==> config.mk <==
export PLATFORM = sky130hd
export DESIGN_NAME = lbu_long_branch
export DESIGN_NICKNAME = d
export VERILOG_FILES = /design/src/rtl/lbu_pkg.sv /design/src/rtl/lbu_cond_eval.sv /design/src/rtl/lbu_long_branch.sv
export SDC_FILE = /design/constraint.sdc
export NUM_CORES = 1
export LEC_CHECK = 0
export BUFFER_PORTS_ARGS = -buffer_cell sky130_fd_sc_hd__buf_2
export CAP_MARGIN = 20
export CORE_AREA = 5 5 99 101
export DETAILED_ROUTE_END_ITERATION = 6
export DIE_AREA = 0 0 104 106
export PLACE_DENSITY = 0.86
export SLEW_MARGIN = 10
export SYNTH_ARGS = -nofsm -noshare
export SYNTH_HDL_FRONTEND = slang
export SYNTH_HIERARCHICAL = 1
export SYNTH_SLANG_ARGS = --single-unit
==> constraint.sdc <==
create_clock -name I_CLK -period 3.55 [get_ports I_CLK]
set_input_delay 0.71 -clock I_CLK [delete_from_list [all_inputs] [get_ports I_CLK]]
set_output_delay 0.71 -clock I_CLK [all_outputs]
set_load 0.01 [all_outputs]
==> src/rtl/lbu_pkg.sv <==
package lbu_pkg;

    ////////////////////////////////////////////////////////////////////////////////
    // instruction encoding
    localparam logic [7:0] PREFIX_BYTE = 8'h18;
    localparam logic [7:0] OP_ALWAYS   = 8'h20;
    localparam logic [7:0] OP_NEVER    = 8'h21;
    localparam logic [7:0] OP_HI       = 8'h22;
    localparam logic [7:0] OP_LS       = 8'h23;
    localparam logic [7:0] OP_CC       = 8'h24;
    localparam logic [7:0] OP_CS       = 8'h25;
    localparam logic [7:0] OP_NE       = 8'h26;
    localparam logic [7:0] OP_EQ       = 8'h27;
    localparam logic [7:0] OP_VC       = 8'h28;
    localparam logic [7:0] OP_VS       = 8'h29;
    localparam logic [7:0] OP_PL       = 8'h2A;
    localparam logic [7:0] OP_MI       = 8'h2B;
    localparam logic [7:0] OP_GE       = 8'h2C;
    localparam logic [7:0] OP_LT       = 8'h2D;
    localparam logic [7:0] OP_GT       = 8'h2E;
    localparam logic [7:0] OP_LE       = 8'h2F;
    localparam logic [3:0] OP_FAMILY   = 4'h2;

    ////////////////////////////////////////////////////////////////////////////////
    // flag positions in the 4-bit N Z V C input
    localparam int FLAG_N = 3;
    localparam int FLAG_Z = 2;
    localparam int FLAG_V = 1;
    localparam int FLAG_C = 0;

    ////////////////////////////////////////////////////////////////////////////////
    // address arithmetic and timing
    localparam logic [15:0] PC_STEP       = 16'h0004;
    localparam logic [15:0] PC_RESET      = 16'h0000;
    localparam int          CYCLES_TAKEN  = 4;
    localparam int          CYCLES_SKIP   = 3;

    ////////////////////////////////////////////////////////////////////////////////
    // sequencer states
    typedef enum logic [5:0] {
        ST_IDLE   = 6'b000001,
        ST_OPCODE = 6'b000010,
        ST_OFS_HI = 6'b000100,
        ST_OFS_LO = 6'b001000,
        ST_REFILL = 6'b010000,
        ST_DONE   = 6'b100000
    } lbu_state_t;

endpackage : lbu_pkg

==> src/rtl/lbu_cond_eval.sv <==
`timescale 1ns/10ps
module lbu_cond_eval (
    // opcode and flags
    input  wire logic [7:0] i_opcode,
    input  wire logic [3:0] i_flags,
    // result
    output logic            o_valid,
    output logic            o_taken
);
    logic n;
    logic z;
    logic v;
    logic c;

    assign n = i_flags[lbu_pkg::FLAG_N];
    assign z = i_flags[lbu_pkg::FLAG_Z];
    assign v = i_flags[lbu_pkg::FLAG_V];
    assign c = i_flags[lbu_pkg::FLAG_C];
    assign o_valid = (i_opcode[7:4] == lbu_pkg::OP_FAMILY);

    // pairs differ only in bit 0, so each pair shares one test
    always_comb begin
        case (i_opcode)
            lbu_pkg::OP_LE:     o_taken = z | (n ^ v);
            lbu_pkg::OP_GT:     o_taken = ~(z | (n ^ v));
            lbu_pkg::OP_GE:     o_taken = ~(n ^ v);
            lbu_pkg::OP_LT:     o_taken = n ^ v;
            lbu_pkg::OP_HI:     o_taken = ~(c | z);
            lbu_pkg::OP_LS:     o_taken = c | z;
            lbu_pkg::OP_CC:     o_taken = ~c;
            lbu_pkg::OP_CS:     o_taken = c;
            lbu_pkg::OP_EQ:     o_taken = z;
            lbu_pkg::OP_NE:     o_taken = ~z;
            lbu_pkg::OP_MI:     o_taken = n;
            lbu_pkg::OP_PL:     o_taken = ~n;
            lbu_pkg::OP_VS:     o_taken = v;
            lbu_pkg::OP_VC:     o_taken = ~v;
            lbu_pkg::OP_ALWAYS: o_taken = 1'b1;
            lbu_pkg::OP_NEVER:  o_taken = 1'b0;
            default:            o_taken = 1'b0;
        endcase
    end
endmodule : lbu_cond_eval

==> src/rtl/lbu_long_branch.sv <==
`timescale 1ns/10ps
module lbu_long_branch (
    // clock and reset
    input  wire logic        I_CLK,
    input  wire logic        I_RST,
    // instruction byte stream
    input  wire logic        I_BYTE_VALID,
    input  wire logic [7:0]  I_BYTE,
    input  wire logic [15:0] I_INSTR_PC,
    // condition flags N Z V C
    input  wire logic [3:0]  I_FLAGS,
    // byte stream accepted
    output logic             O_BYTE_READY,
    // result
    output logic             O_DONE,
    output logic             O_TAKEN,
    output logic             O_ILLEGAL,
    output logic [15:0]      O_NEXT_PC,
    output logic [3:0]       O_FLAGS,
    output logic             O_REFILL_BUSY,
    output logic [2:0]       O_REFILL_CYCLES
);
    ////////////////////////////////////////////////////////////////////////////////
    // state
    lbu_pkg::lbu_state_t state_q;
    logic [7:0]  opcode_q;
    logic [7:0]  ofs_hi_q;
    logic [15:0] base_pc_q;
    logic [15:0] target_q;
    logic        taken_q;
    logic [3:0]  flags_q;
    logic [2:0]  refill_left_q;
    logic [2:0]  refill_total_q;
    logic        cond_valid;
    logic        cond_taken;
    logic        take_byte;

    function automatic logic [15:0] rel_target(input logic [15:0] pc, input logic [15:0] rel);
        rel_target = pc + lbu_pkg::PC_STEP + rel;
    endfunction : rel_target

    lbu_cond_eval u_cond (
        .i_opcode (opcode_q),
        .i_flags  (flags_q),
        .o_valid  (cond_valid),
        .o_taken  (cond_taken)
    );

    assign O_BYTE_READY = (state_q == lbu_pkg::ST_IDLE) || (state_q == lbu_pkg::ST_OPCODE)
                       || (state_q == lbu_pkg::ST_OFS_HI) || (state_q == lbu_pkg::ST_OFS_LO);
    assign take_byte    = I_BYTE_VALID && O_BYTE_READY;
    assign O_REFILL_BUSY = (state_q == lbu_pkg::ST_REFILL);

    ////////////////////////////////////////////////////////////////////////////////
    // decode sequencer
    always_ff @(posedge I_CLK or posedge I_RST) begin
        if (I_RST) begin
            state_q <= lbu_pkg::ST_IDLE;
        end else begin
            case (state_q)
                lbu_pkg::ST_IDLE: begin
                    if (take_byte && I_BYTE == lbu_pkg::PREFIX_BYTE) begin
                        state_q <= lbu_pkg::ST_OPCODE;
                    end
                end
                lbu_pkg::ST_OPCODE: begin
                    if (take_byte) begin
                        state_q <= (I_BYTE[7:4] == lbu_pkg::OP_FAMILY) ? lbu_pkg::ST_OFS_HI
                                                                     : lbu_pkg::ST_DONE;
                    end
                end
                lbu_pkg::ST_OFS_HI: begin
                    if (take_byte) begin
                        state_q <= lbu_pkg::ST_OFS_LO;
                    end
                end
                lbu_pkg::ST_OFS_LO: begin
                    if (take_byte) begin
                        state_q <= lbu_pkg::ST_REFILL;
                    end
                end
                lbu_pkg::ST_REFILL: begin
                    if (refill_left_q == 3'h1) begin
                        state_q <= lbu_pkg::ST_DONE;
                    end
                end
                lbu_pkg::ST_DONE: state_q <= lbu_pkg::ST_IDLE;
                default:          state_q <= lbu_pkg::ST_IDLE;
            endcase
        end
    end

    ////////////////////////////////////////////////////////////////////////////////
    // operand capture; flags sampled once at the opcode so a late change cannot split a test
    always_ff @(posedge I_CLK or posedge I_RST) begin
        if (I_RST) begin
            opcode_q  <= 8'h00;
            ofs_hi_q  <= 8'h00;
            base_pc_q <= lbu_pkg::PC_RESET;
            flags_q   <= 4'h0;
        end else if (take_byte) begin
            if (state_q == lbu_pkg::ST_IDLE) begin
                base_pc_q <= I_INSTR_PC;
            end
            if (state_q == lbu_pkg::ST_OPCODE) begin
                opcode_q <= I_BYTE;
                flags_q  <= I_FLAGS;
            end
            if (state_q == lbu_pkg::ST_OFS_HI) begin
                ofs_hi_q <= I_BYTE;
            end
        end
    end

    ////////////////////////////////////////////////////////////////////////////////
    // target and refill count, settled when the low offset byte arrives
    always_ff @(posedge I_CLK or posedge I_RST) begin
        if (I_RST) begin
            target_q       <= lbu_pkg::PC_RESET;
            taken_q        <= 1'b0;
            refill_left_q  <= 3'h0;
            refill_total_q <= 3'h0;
        end else if (take_byte && state_q == lbu_pkg::ST_OFS_LO) begin
            taken_q <= cond_taken;
            if (cond_taken) begin
                target_q       <= rel_target(base_pc_q, {ofs_hi_q, I_BYTE});
                refill_left_q  <= 3'(lbu_pkg::CYCLES_TAKEN);
                refill_total_q <= 3'(lbu_pkg::CYCLES_TAKEN);
            end else begin
                target_q       <= base_pc_q + lbu_pkg::PC_STEP;
                refill_left_q  <= 3'(lbu_pkg::CYCLES_SKIP);
                refill_total_q <= 3'(lbu_pkg::CYCLES_SKIP);
            end
        end else if (state_q == lbu_pkg::ST_REFILL) begin
            refill_left_q <= refill_left_q - 3'h1;
        end
    end

    ////////////////////////////////////////////////////////////////////////////////
    // result outputs
    always_ff @(posedge I_CLK or posedge I_RST) begin
        if (I_RST) begin
            O_DONE          <= 1'b0;
            O_TAKEN         <= 1'b0;
            O_ILLEGAL       <= 1'b0;
            O_NEXT_PC       <= lbu_pkg::PC_RESET;
            O_FLAGS         <= 4'h0;
            O_REFILL_CYCLES <= 3'h0;
        end else begin
            O_DONE <= 1'b0;
            if (state_q == lbu_pkg::ST_REFILL && refill_left_q == 3'h1) begin
                O_DONE          <= 1'b1;
                O_TAKEN         <= taken_q;
                O_ILLEGAL       <= 1'b0;
                O_NEXT_PC       <= target_q;
                O_FLAGS         <= flags_q;
                O_REFILL_CYCLES <= refill_total_q;
            end else if (take_byte && state_q == lbu_pkg::ST_OPCODE
                         && I_BYTE[7:4] != lbu_pkg::OP_FAMILY) begin
                // not a long branch: hand back untouched, caller decodes elsewhere
                O_DONE    <= 1'b1;
                O_TAKEN   <= 1'b0;
                O_ILLEGAL <= 1'b1;
                O_NEXT_PC <= base_pc_q;
                O_FLAGS   <= I_FLAGS;
            end
        end
    end

    ////////////////////////////////////////////////////////////////////////////////
    // checks
    a_pc_target: assert property (@(posedge I_CLK) disable iff (I_RST)
        (take_byte && state_q == lbu_pkg::ST_OFS_LO && cond_taken)
        |=> (target_q == base_pc_q + 16'h0004 + {ofs_hi_q, $past(I_BYTE)}))
        else $error("taken target wrong");
    a_refill_taken: assert property (@(posedge I_CLK) disable iff (I_RST)
        (take_byte && state_q == lbu_pkg::ST_OFS_LO && cond_taken)
        |=> O_REFILL_BUSY [*4] ##1 (O_DONE && O_TAKEN))
        else $error("taken refill not four cycles");
    a_refill_skip: assert property (@(posedge I_CLK) disable iff (I_RST)
        (take_byte && state_q == lbu_pkg::ST_OFS_LO && !cond_taken)
        |=> O_REFILL_BUSY [*3] ##1 (O_DONE && !O_TAKEN))
        else $error("skip refill not three cycles");
    a_skip_next_pc: assert property (@(posedge I_CLK) disable iff (I_RST)
        (O_DONE && !O_TAKEN && !O_ILLEGAL) |-> (O_NEXT_PC == $past(base_pc_q) + 16'h0004))
        else $error("fall-through pc wrong");
    a_flags_kept: assert property (@(posedge I_CLK) disable iff (I_RST)
        (O_DONE && !O_ILLEGAL) |-> (O_FLAGS == $past(flags_q)))
        else $error("flags altered");
    a_prefix_decode: assert property (@(posedge I_CLK) disable iff (I_RST)
        (state_q == lbu_pkg::ST_IDLE && take_byte && I_BYTE != 8'h18)
        |=> (state_q == lbu_pkg::ST_IDLE))
        else $error("non-prefix started decode");
    a_family_valid: assert property (@(posedge I_CLK) disable iff (I_RST)
        (state_q == lbu_pkg::ST_OFS_HI) |-> cond_valid)
        else $error("offset fetch for a non-branch opcode");
    a_le_formula: assert property (@(posedge I_CLK) disable iff (I_RST)
        (opcode_q == 8'h2F) |-> (cond_taken == (flags_q[2] | (flags_q[3] ^ flags_q[1]))))
        else $error("signed le test wrong");
    a_gt_complement: assert property (@(posedge I_CLK) disable iff (I_RST)
        (opcode_q == 8'h2E) |-> (cond_taken == !(flags_q[2] | (flags_q[3] ^ flags_q[1]))))
        else $error("gt not complement of le");
    a_le_signed: assert property (@(posedge I_CLK) disable iff (I_RST)
        (opcode_q == 8'h2F && flags_q == 4'h8) |-> cond_taken)
        else $error("signed negative result not le");
    a_pair_le: assert property (@(posedge I_CLK) disable iff (I_RST)
        (opcode_q == 8'h2F && flags_q == 4'h0) |-> !cond_taken)
        else $error("positive nonzero difference taken");
    c_taken: cover property (@(posedge I_CLK) O_DONE && O_TAKEN);
    c_skip: cover property (@(posedge I_CLK) O_DONE && !O_TAKEN && !O_ILLEGAL);
    c_illegal: cover property (@(posedge I_CLK) O_DONE && O_ILLEGAL);
endmodule : lbu_long_branch

==> impl_results.md, run 1 <==
* Setup bufs post-CTS at 0
* CTS resizes at 0
* Worst skew pair latency at 360 ps
* Met3 Use GR at 0.0419
* Wire per inst at 17.0 um
* Clock tree from TritonCTS: built
* Final ANT Viol Nets at 0
* Worst vdd ir at 380 uV
* Max-Cap Viols at 0
* Skew final at 16.8 ps
* GR peak layer: met2
* CP required at 3820 ps
* Final Wtd Congestion at 0.922
* Share of cells above drive strength 1 at 0.249
* Dpl ws at 528 ps
* Leakage at 2.78 nW
* Delay-heaviest family, CP: compound AO/OA/AOI/OAI gates
* Ratio of final minimum period to clock period at 0.876
* First-pass GRT wire length at 19.1 mm
* Max Fclk at 322 MHz
* Number of global-route vias before repair at 3986
* Final WS setup at 440 ps
* Largest net degree at the start of global routing at 38
* DIE AREA at 11000 um^2
* Critical path peak fanout at 6
* H-tree lvl count at 3
* Hpwl dp at 8.87 mm
* Die height at 106 um
* Clock period minus worst slack at 3110 ps
* Critical path depth at 12
* Crit path kind: flip-flop to flip-flop
* Total GRT Usage at 0.211
* Num Clock Sinks at 88
* Buf+Inv Stages, Crit Path at 0
* Num CTS Buffers at 9
* Synthesized cell area at 5070 um^2
* Status: complete, no violations
* Worst hold margin at 281 ps
* Syn Inst Count at 518
* Initial antenna violation count at 0
* Initial Util at 0.567
* GRT met2 Usage at 0.371
* Worst-path clk slew at 100 ps
* YS warnings at 6
* Final setup viols at 0
* Grt met1 use at 0.264
* CTS Root Cell: clkbuf_8
* Pwr Total at 4.38 mW
* Global route overflow at 0
* FP Rows at 35
* Type of the most critical hold path: input pin to async pin
* Pwr dens at 776 nW/um^2
* Worst EP arrival at 3380 ps
* Via density at 5.93
* Mapped Nets at 572
* Slew margin rel. at 0.454
* Slew Limit Fails at 0
* Post-Place Cell Area at 5450 um^2
* Layout Nets at 627
* Post-route DRC at 0
* Die Wd at 104 um
* Max clock buf depth at 2
* Area added between synthesis and finish at 11.5%
* Diodes inserted at 0
* CTS Hold Bufs at 0
* Startpoint class of the critical path: flip-flop
* Worst path max stage delay at 440 ps
* Pre-antenna DRT Iters at 5
* Slowest CP cell: dfrtp_1
* Io pins at 59
* Starting DRT DRC Count at 234
* Port bufs at 58
* DRT Wirelength at 11.7 mm
* Critical Path Sink Type: flip-flop
* RSZ-0062 raised after global routing: no
* R2R depth at 12
* Final Hold Viols at 0
* Final TNS setup at 0 ps
* Crit-path cells: ha_1 -> nand2_1 -> nor3_1 -> xor2_1 -> ha_1 -> a21oi_1 -> o21ai_0 -> a21o_1 -> a31oi_1 -> xnor2_1 -> a21oi_1 -> o31ai_1
* Slew @ Worst Pin at 811 ps
* Syn_area_per_cell at 9.78 um^2
* Via Count at 4087
* Core Area at 8930 um^2
* Final instance area at 5650 um^2
-- power by group --
group | leakage (nW) | switching [mW] | internal, mW
logic | 1.56 | 1.04 | 0.971
clock network | 0.102 | 0.385 | 0.337
registers | 1.12 | 0.338 | 1.31
total | 2.78 | 1.76 | 2.62
-- state kept, by name, indices dropped and copies added, names as in the netlist --
name and cells:
O_FLAGS 4, taken_q 1, opcode_q 8, ofs_hi_q 8, refill_left_q 3, refill_total_q 1, O_ILLEGAL 1, base_pc_q 16
O_REFILL_CYCLES 2, O_TAKEN 1, O_NEXT_PC 16, flags_q 4, O_DONE 1, target_q 16, state_q 6
-- stage by stage --
stage	util	std cells
detailed placement	0.610	673
CTS	0.632	689
global route	0.632	689
finish	0.632	689
floorplan	-	518
global placement	0.610	673
-- worst paths after layout --
check / startpoint / end / slack [ps]
worst max register to register: base_pc_q[2] / target_q[15] / 440
min in group I_CLK: target_q[2] / target_q[2] / 490
worst min register to register: target_q[2] / target_q[2] / 490
max in group asynchronous: I_RST / state_q[0] / 2470
worst max-delay path: base_pc_q[2] / target_q[15] / 440
worst min-delay path: I_RST / O_TAKEN / 280
-- layer usage --
| layer | vias to the layer above | routed length (um) |
|---|---|---|
| met3 | 25 | 657 |
| met5 | - | 0 |
| met1 | 1999 | 5040 |
| met2 | 141 | 5810 |
| met4 | 0 | 211 |
| li1 | 1922 | - |
-- placed cells by master, fill, tap and decap left out, types with 4 or more instances in the layout --
cell	n
buf_4	8
clkbuf_8	9
xnor2_1	14
and3_1	5
dfrtp_1	87
ha_1	22
a21oi_1	25
inv_6	4
nand2b_1	8
nand2_1	109
o21ai_0	34
buf_2	58
a21o_1	10
nand3_1	5
a22oi_1	6
xor2_1	10
mux2_2	41
mux2_4	10
inv_1	11
nor2_1	21
nor3_1	10
mux2i_1	4
-- layout make-up --
cell class | instances | area (um^2)
Fill cell | 726 | 3280
Clock inverter | 6 | 73.8
Tap cell | 111 | 139
Timing Repair Buffer | 66 | 350
Inverter | 15 | 57.6
Multi-Input combinational cell | 393 | 2700
Sequential cell | 88 | 2200
Clock buffer | 10 | 128
No activity file was read; power rests on OpenSTA's default activity.
==> run 2, diff against run 1 <==
==> constraint.sdc (replaced) <==
create_clock -name I_CLK -period 3.05 [get_ports I_CLK]
set_input_delay 0.61 -clock I_CLK [delete_from_list [all_inputs] [get_ports I_CLK]]
set_output_delay 0.61 -clock I_CLK [all_outputs]
set_load 0.01 [all_outputs]
==> impl_results.md, run 2 (synthesized netlist as in run 1, its figures left out) <==
* Switch share at 0.392
* Largest regs: O_NEXT_PC (16), base_pc_q (16), target_q (16)
* Initial Util at 0.567
* Final Non-Filler Cells at 694
* Share of cells above drive strength 1 at 0.276
* Critical path peak fanout at 6
* Final TNS setup at 0 ps
* Layout Nets at 634
* Slew Limit Fails at 0
* DIE AREA at 11000 um^2
* CTS Root Cell: clkbuf_8
* Type of the most critical hold path: input pin to async pin
* Commonest non-fill, non-tap cell in the layout: nand2_1
* Hpwl dp at 8.90 mm
* R2R depth at 12
* Initial antenna violation count at 0
* Internal at 3.26 mW
* Post-Place Cell Area at 5490 um^2
* Max-Cap Viols at 0
* Post-layout util at 0.648
* Io pins at 59
* Status: complete, no violations
* Ratio of final minimum period to clock period at 0.963
* Core Area at 8930 um^2
* Final Wtd Congestion at 0.955
* First-pass GRT wire length at 20.3 mm
* Final instance area at 5790 um^2
* Num CTS Buffers at 9
* Die Wd at 104 um
* Worst skew pair latency at 360 ps
* CP required at 3320 ps
* Pre-antenna DRT Iters at 5
* Final Hold Viols at 0
* Via Count at 4117
* Wire per inst at 17.7 um
* Post-route DRC at 0
* H-tree lvl count at 3
* CTS Hold Bufs at 0
* Global route overflow at 0
* Diodes inserted at 0
* Num Clock Sinks at 88
* Worst EP arrival at 3210 ps
* FP Rows at 35
* Worst-path clk slew at 90 ps
* Total GRT Usage at 0.223
* Worst R2R Start: base_pc_q[7]
* Reg-to-reg endpoint: target_q[15]
* Critical Path Start: base_pc_q[7]
* Slew @ Worst Pin at 792 ps
* Comb pwr share at 0.465
* Worst vdd ir at 423 uV
* R2R setup slack at 110 ps
* Final ANT Viol Nets at 0
* Port bufs at 58
* Switch Pwr at 2.10 mW
* Max clock buf depth at 2
* Largest net degree at the start of global routing at 35
* Starting DRT DRC Count at 292
* Skew final at 13.0 ps
* Commonest non-fill, non-tap cells in the layout: 109 x nand2_1, 86 x dfrtp_1, 58 x buf_2, 41 x mux2_2, 34 x o21ai_0
* Clock tree from TritonCTS: built
* Clock period minus worst slack at 2940 ps
* Number of global-route vias before repair at 4117
* Startpoint class of the critical path: flip-flop
* Sequential share of power at 0.356
* Pwr Total at 5.36 mW
* # placed instances at 678
* Max Fclk at 340 MHz
* Pwr dens at 926 nW/um^2
* Filler cell count at 708
* Final setup viols at 0
* Via density at 5.93
* DRT Wirelength at 12.3 mm
* CP Capture Point: target_q[15]
* Area added between synthesis and finish at 14.2%
* Die height at 106 um
* Slew margin rel. at 0.472
* Clock Power Share at 0.179
* Leakage at 2.84 nW
* Crit path kind: flip-flop to flip-flop
* Critical Path Sink Type: flip-flop
run 2: changes by cell type in the layout (fill, tap and decap cells not counted), sizes merged:
cell      change
clkbuf        -1
bufinv        +2
clkinv        -1
clkinvlp      +1
buf           +7
inv           -3
run 2: final cells by class:
| cell class | instances | area (um^2) | share of cell area |
|---|---|---|---|
| repair buffers | 73 | 403 | 0.0696 |
| flip-flops and latches | 88 | 2200 | 0.381 |
| well taps | 111 | 139 | 0.0240 |
| inverters | 15 | 57.6 | 0.00995 |
| clock buffers | 9 | 124 | 0.0214 |
| clock inverters | 5 | 106 | 0.0184 |
| multi-input cells | 393 | 2750 | 0.476 |
run 2: power groups by stage:
stage | registers (mW) | clock network (mW) | logic (mW)
3_3_place_gp | 1.88 | 0 | 2.31
4_1_cts | 1.90 | 0.966 | 2.41
2_1_floorplan | 1.86 | 0 | 1.78
6_report | 1.91 | 0.960 | 2.49
3_5_place_dp | 1.92 | 0 | 2.38
5_1_grt | 1.96 | 1.02 | 2.72
run 2: critical path, stage by stage (launching register included):
cell	delay [ps]
dfrtp_1	430
nand3_1	180
or2_2	380
nor3_2	150
xor2_1	240
ha_2	350
a21oi_2	170
o21ai_0	110
a21o_1	200
a31oi_4	170
xnor2_2	90
and3_1	190
o31ai_1	190
run 2: metrics by stage:
step           setup slack (ps)  hold WS [ps]
2_1_floorplan               163           439
3_3_place_gp                118           459
3_5_place_dp               86.8           474
4_1_cts                    70.3           290
5_1_grt                    -104           310
6_report                    112           274
run 2: how the worst min path moves through the flow:
stage,startpoint,depth (start not counted),endpoint
6_report,I_RST,2,refill_left_q[1]
5_1_grt,I_RST,2,refill_left_q[1]
4_1_cts,I_RST,2,refill_left_q[1]
3_5_place_dp,refill_total_q[1],1,refill_total_q[1]
3_3_place_gp,O_REFILL_CYCLES[2],2,O_REFILL_CYCLES[2]
2_1_floorplan,refill_total_q[1],2,O_REFILL_CYCLES[1]
run 2: what timing repair did:
item	4_1_cts	5_1_grt
endpoints found under the setup margin	0	3
gates resized for setup	0	12
setup buffers	0	2
run 2: layer usage:
layer  part of all wire  up-vias  GRT usage
li1                   -     1919          -
met1               0.42     2049      0.282
met2               0.50      120      0.378
met3              0.052       29     0.0468
met4              0.024        0     0.0833
met5                  0        -          0
==> run 3, diff against run 2 <==
--- a/config.mk
+++ b/config.mk
@@ -10,7 +10,8 @@
 export CORE_AREA = 5 5 99 101
 export DETAILED_ROUTE_END_ITERATION = 6
 export DIE_AREA = 0 0 104 106
-export PLACE_DENSITY = 0.86
+export PLACE_DENSITY = 0.9
+export REMOVE_ABC_BUFFERS = 1
 export SLEW_MARGIN = 10
 export SYNTH_ARGS = -nofsm -noshare
 export SYNTH_HDL_FRONTEND = slang
==> impl_results.md, run 3 (synthesized netlist as in run 1, its figures left out) <==
* Status: complete, no violations
* Post-layout util at 0.645
* Filler cell count at 759
* Wire per inst at 17.6 um
* GR peak layer: met2
* Ratio of final minimum period to clock period at 0.942
* Worst path max stage delay at 410 ps
* Max clock buf depth at 2
* CP required at 3310 ps
* Dpl ws at 41.4 ps
* Area of the multi-input gates at 2740 um^2
* Slew @ Worst Pin at 902 ps
* Pwr dens at 898 nW/um^2
* Die Wd at 104 um
* Critical Path Start: base_pc_q[3]
* Number of global-route vias before repair at 4187
* Worst R2R Start: base_pc_q[3]
* Leakage at 2.81 nW
* Crit-path cells: ha_1 -> nand2_1 -> or2_2 -> nor3_2 -> xor2_1 -> ha_2 -> a21oi_4 -> o21ai_0 -> a21o_1 -> a31oi_1 -> xnor2_1 -> a21oi_1 -> o31ai_1
* Area added between synthesis and finish at 13.7%
* Critical Path Sink Type: flip-flop
* Diodes inserted at 0
* Post-route DRC at 0
* Reg-to-reg endpoint: target_q[15]
* RSZ-0062 raised after global routing: no
* Port bufs at 58
* Pre-antenna DRT Iters at 5
* Num CTS Buffers at 9
* Commonest non-fill, non-tap cell in the layout: nand2_1
* Grt met1 use at 0.276
* DRT Wirelength at 12.2 mm
* Final Hold Viols at 0
* Type of the most critical hold path: input pin to async pin
* Final TNS setup at 0 ps
* Die height at 106 um
* Largest net degree at the start of global routing at 69
* Via density at 5.88
* R2R depth at 13
* Register area at 2210 um^2
* Io pins at 59
* Worst-path clk slew at 90 ps
* Max-Cap Viols at 0
* Hpwl dp at 8.82 mm
* Core Area at 8930 um^2
* Global route overflow at 0
* Slew margin rel. at 0.399
* Worst vdd ir at 508 uV
* Final setup viols at 0
* Startpoint class of the critical path: flip-flop
* Met3 Use GR at 0.0364
* DIE AREA at 11000 um^2
* FP Rows at 35
* Largest regs: O_NEXT_PC (16), base_pc_q (16), target_q (16)
* Num Clock Sinks at 88
* Starting DRT DRC Count at 230
* Share of cells above drive strength 1 at 0.277
* CTS Root Cell: clkbuf_8
* Crit path kind: flip-flop to flip-flop
* Clock period minus worst slack at 2870 ps
* Max Fclk at 348 MHz
* Commonest non-fill, non-tap cells in the layout: 109 x nand2_1, 83 x dfrtp_1, 58 x buf_2, 41 x mux2_2, 34 x o21ai_0
* Skew final at 11.0 ps
* GRT met2 Usage at 0.386
* Clock tree from TritonCTS: built
* Slowest CP cell: dfrtp_2
* Final Wtd Congestion at 0.924
* Slew Limit Fails at 0
* Final WS setup at 177 ps
* H-tree lvl count at 3
* Worst skew pair latency at 370 ps
* Total GRT Usage at 0.223
* Initial antenna violation count at 0
* Via Count at 4095
* Layout Nets at 634
* Critical path peak fanout at 6
* R2R setup slack at 180 ps
* First-pass GRT wire length at 20.1 mm
* Final ANT Viol Nets at 0
* Worst EP arrival at 3130 ps
* Initial Util at 0.567
-- run 3: per-stage QoR --
step	cells	hold WS [ps]	total power [mW]	instance area, um^2
3_3_place_gp	676	464	4.14	5500
5_1_grt	696	218	5.51	5760
6_report	696	198	5.18	5760
4_1_cts	692	200	5.10	5690
3_5_place_dp	676	476	4.28	5500
2_1_floorplan	496	439	3.58	4950
-- run 3: per-layer routing --
| metal | vias up | part of all wire |
|---|---|---|
| li1 | 1934 | - |
| met1 | 2013 | 0.42 |
| met2 | 129 | 0.51 |
| met3 | 19 | 0.051 |
| met4 | 0 | 0.019 |
| met5 | - | 0 |
-- run 3: report_power, final --
part | leakage, nW | internal (mW) | switching [mW]
registers | 1.12 | 1.53 | 0.386
logic | 1.60 | 1.18 | 1.26
clock network | 0.0929 | 0.382 | 0.431
-- run 3: worst max-delay path, delay by kind of cell (launching register included) --
kind / cells / cell delay, ps
AOI/OAI and AO/OA: 6 / 930
adders and majority gates: 2 / 520
and+or+nand+nor: 3 / 500
DFF: 1 / 410
xor gates and xnor gates: 2 / 380
-- run 3: how the worst max path moves through the flow --
stage                   endpoint  slack [ps]  cells after the start
global placement    target_q[15]         230                     13
detailed placement  target_q[15]          40                     13
CTS                 target_q[15]           5                     13
floorplan             O_FLAGS[0]         -20                      6
finish              target_q[15]         180                     13
global route        target_q[15]           7                     13
-- run 3: final cells by class --
cell class	count	area share
sequential	88	0.383
multi-input combinational	393	0.475
clock inverter	6	0.0117
tap	111	0.0241
clock buffer	10	0.0221
timing repair buffer	73	0.0743
inverter	15	0.00999
-- run 3: repair_timing --
action	4_1_cts	5_1_grt
gates resized for setup	0	12
hold buffers	0	0
endpoints found under the hold margin	0	0
setup endpoints to repair	0	2
buffers inserted	0	4
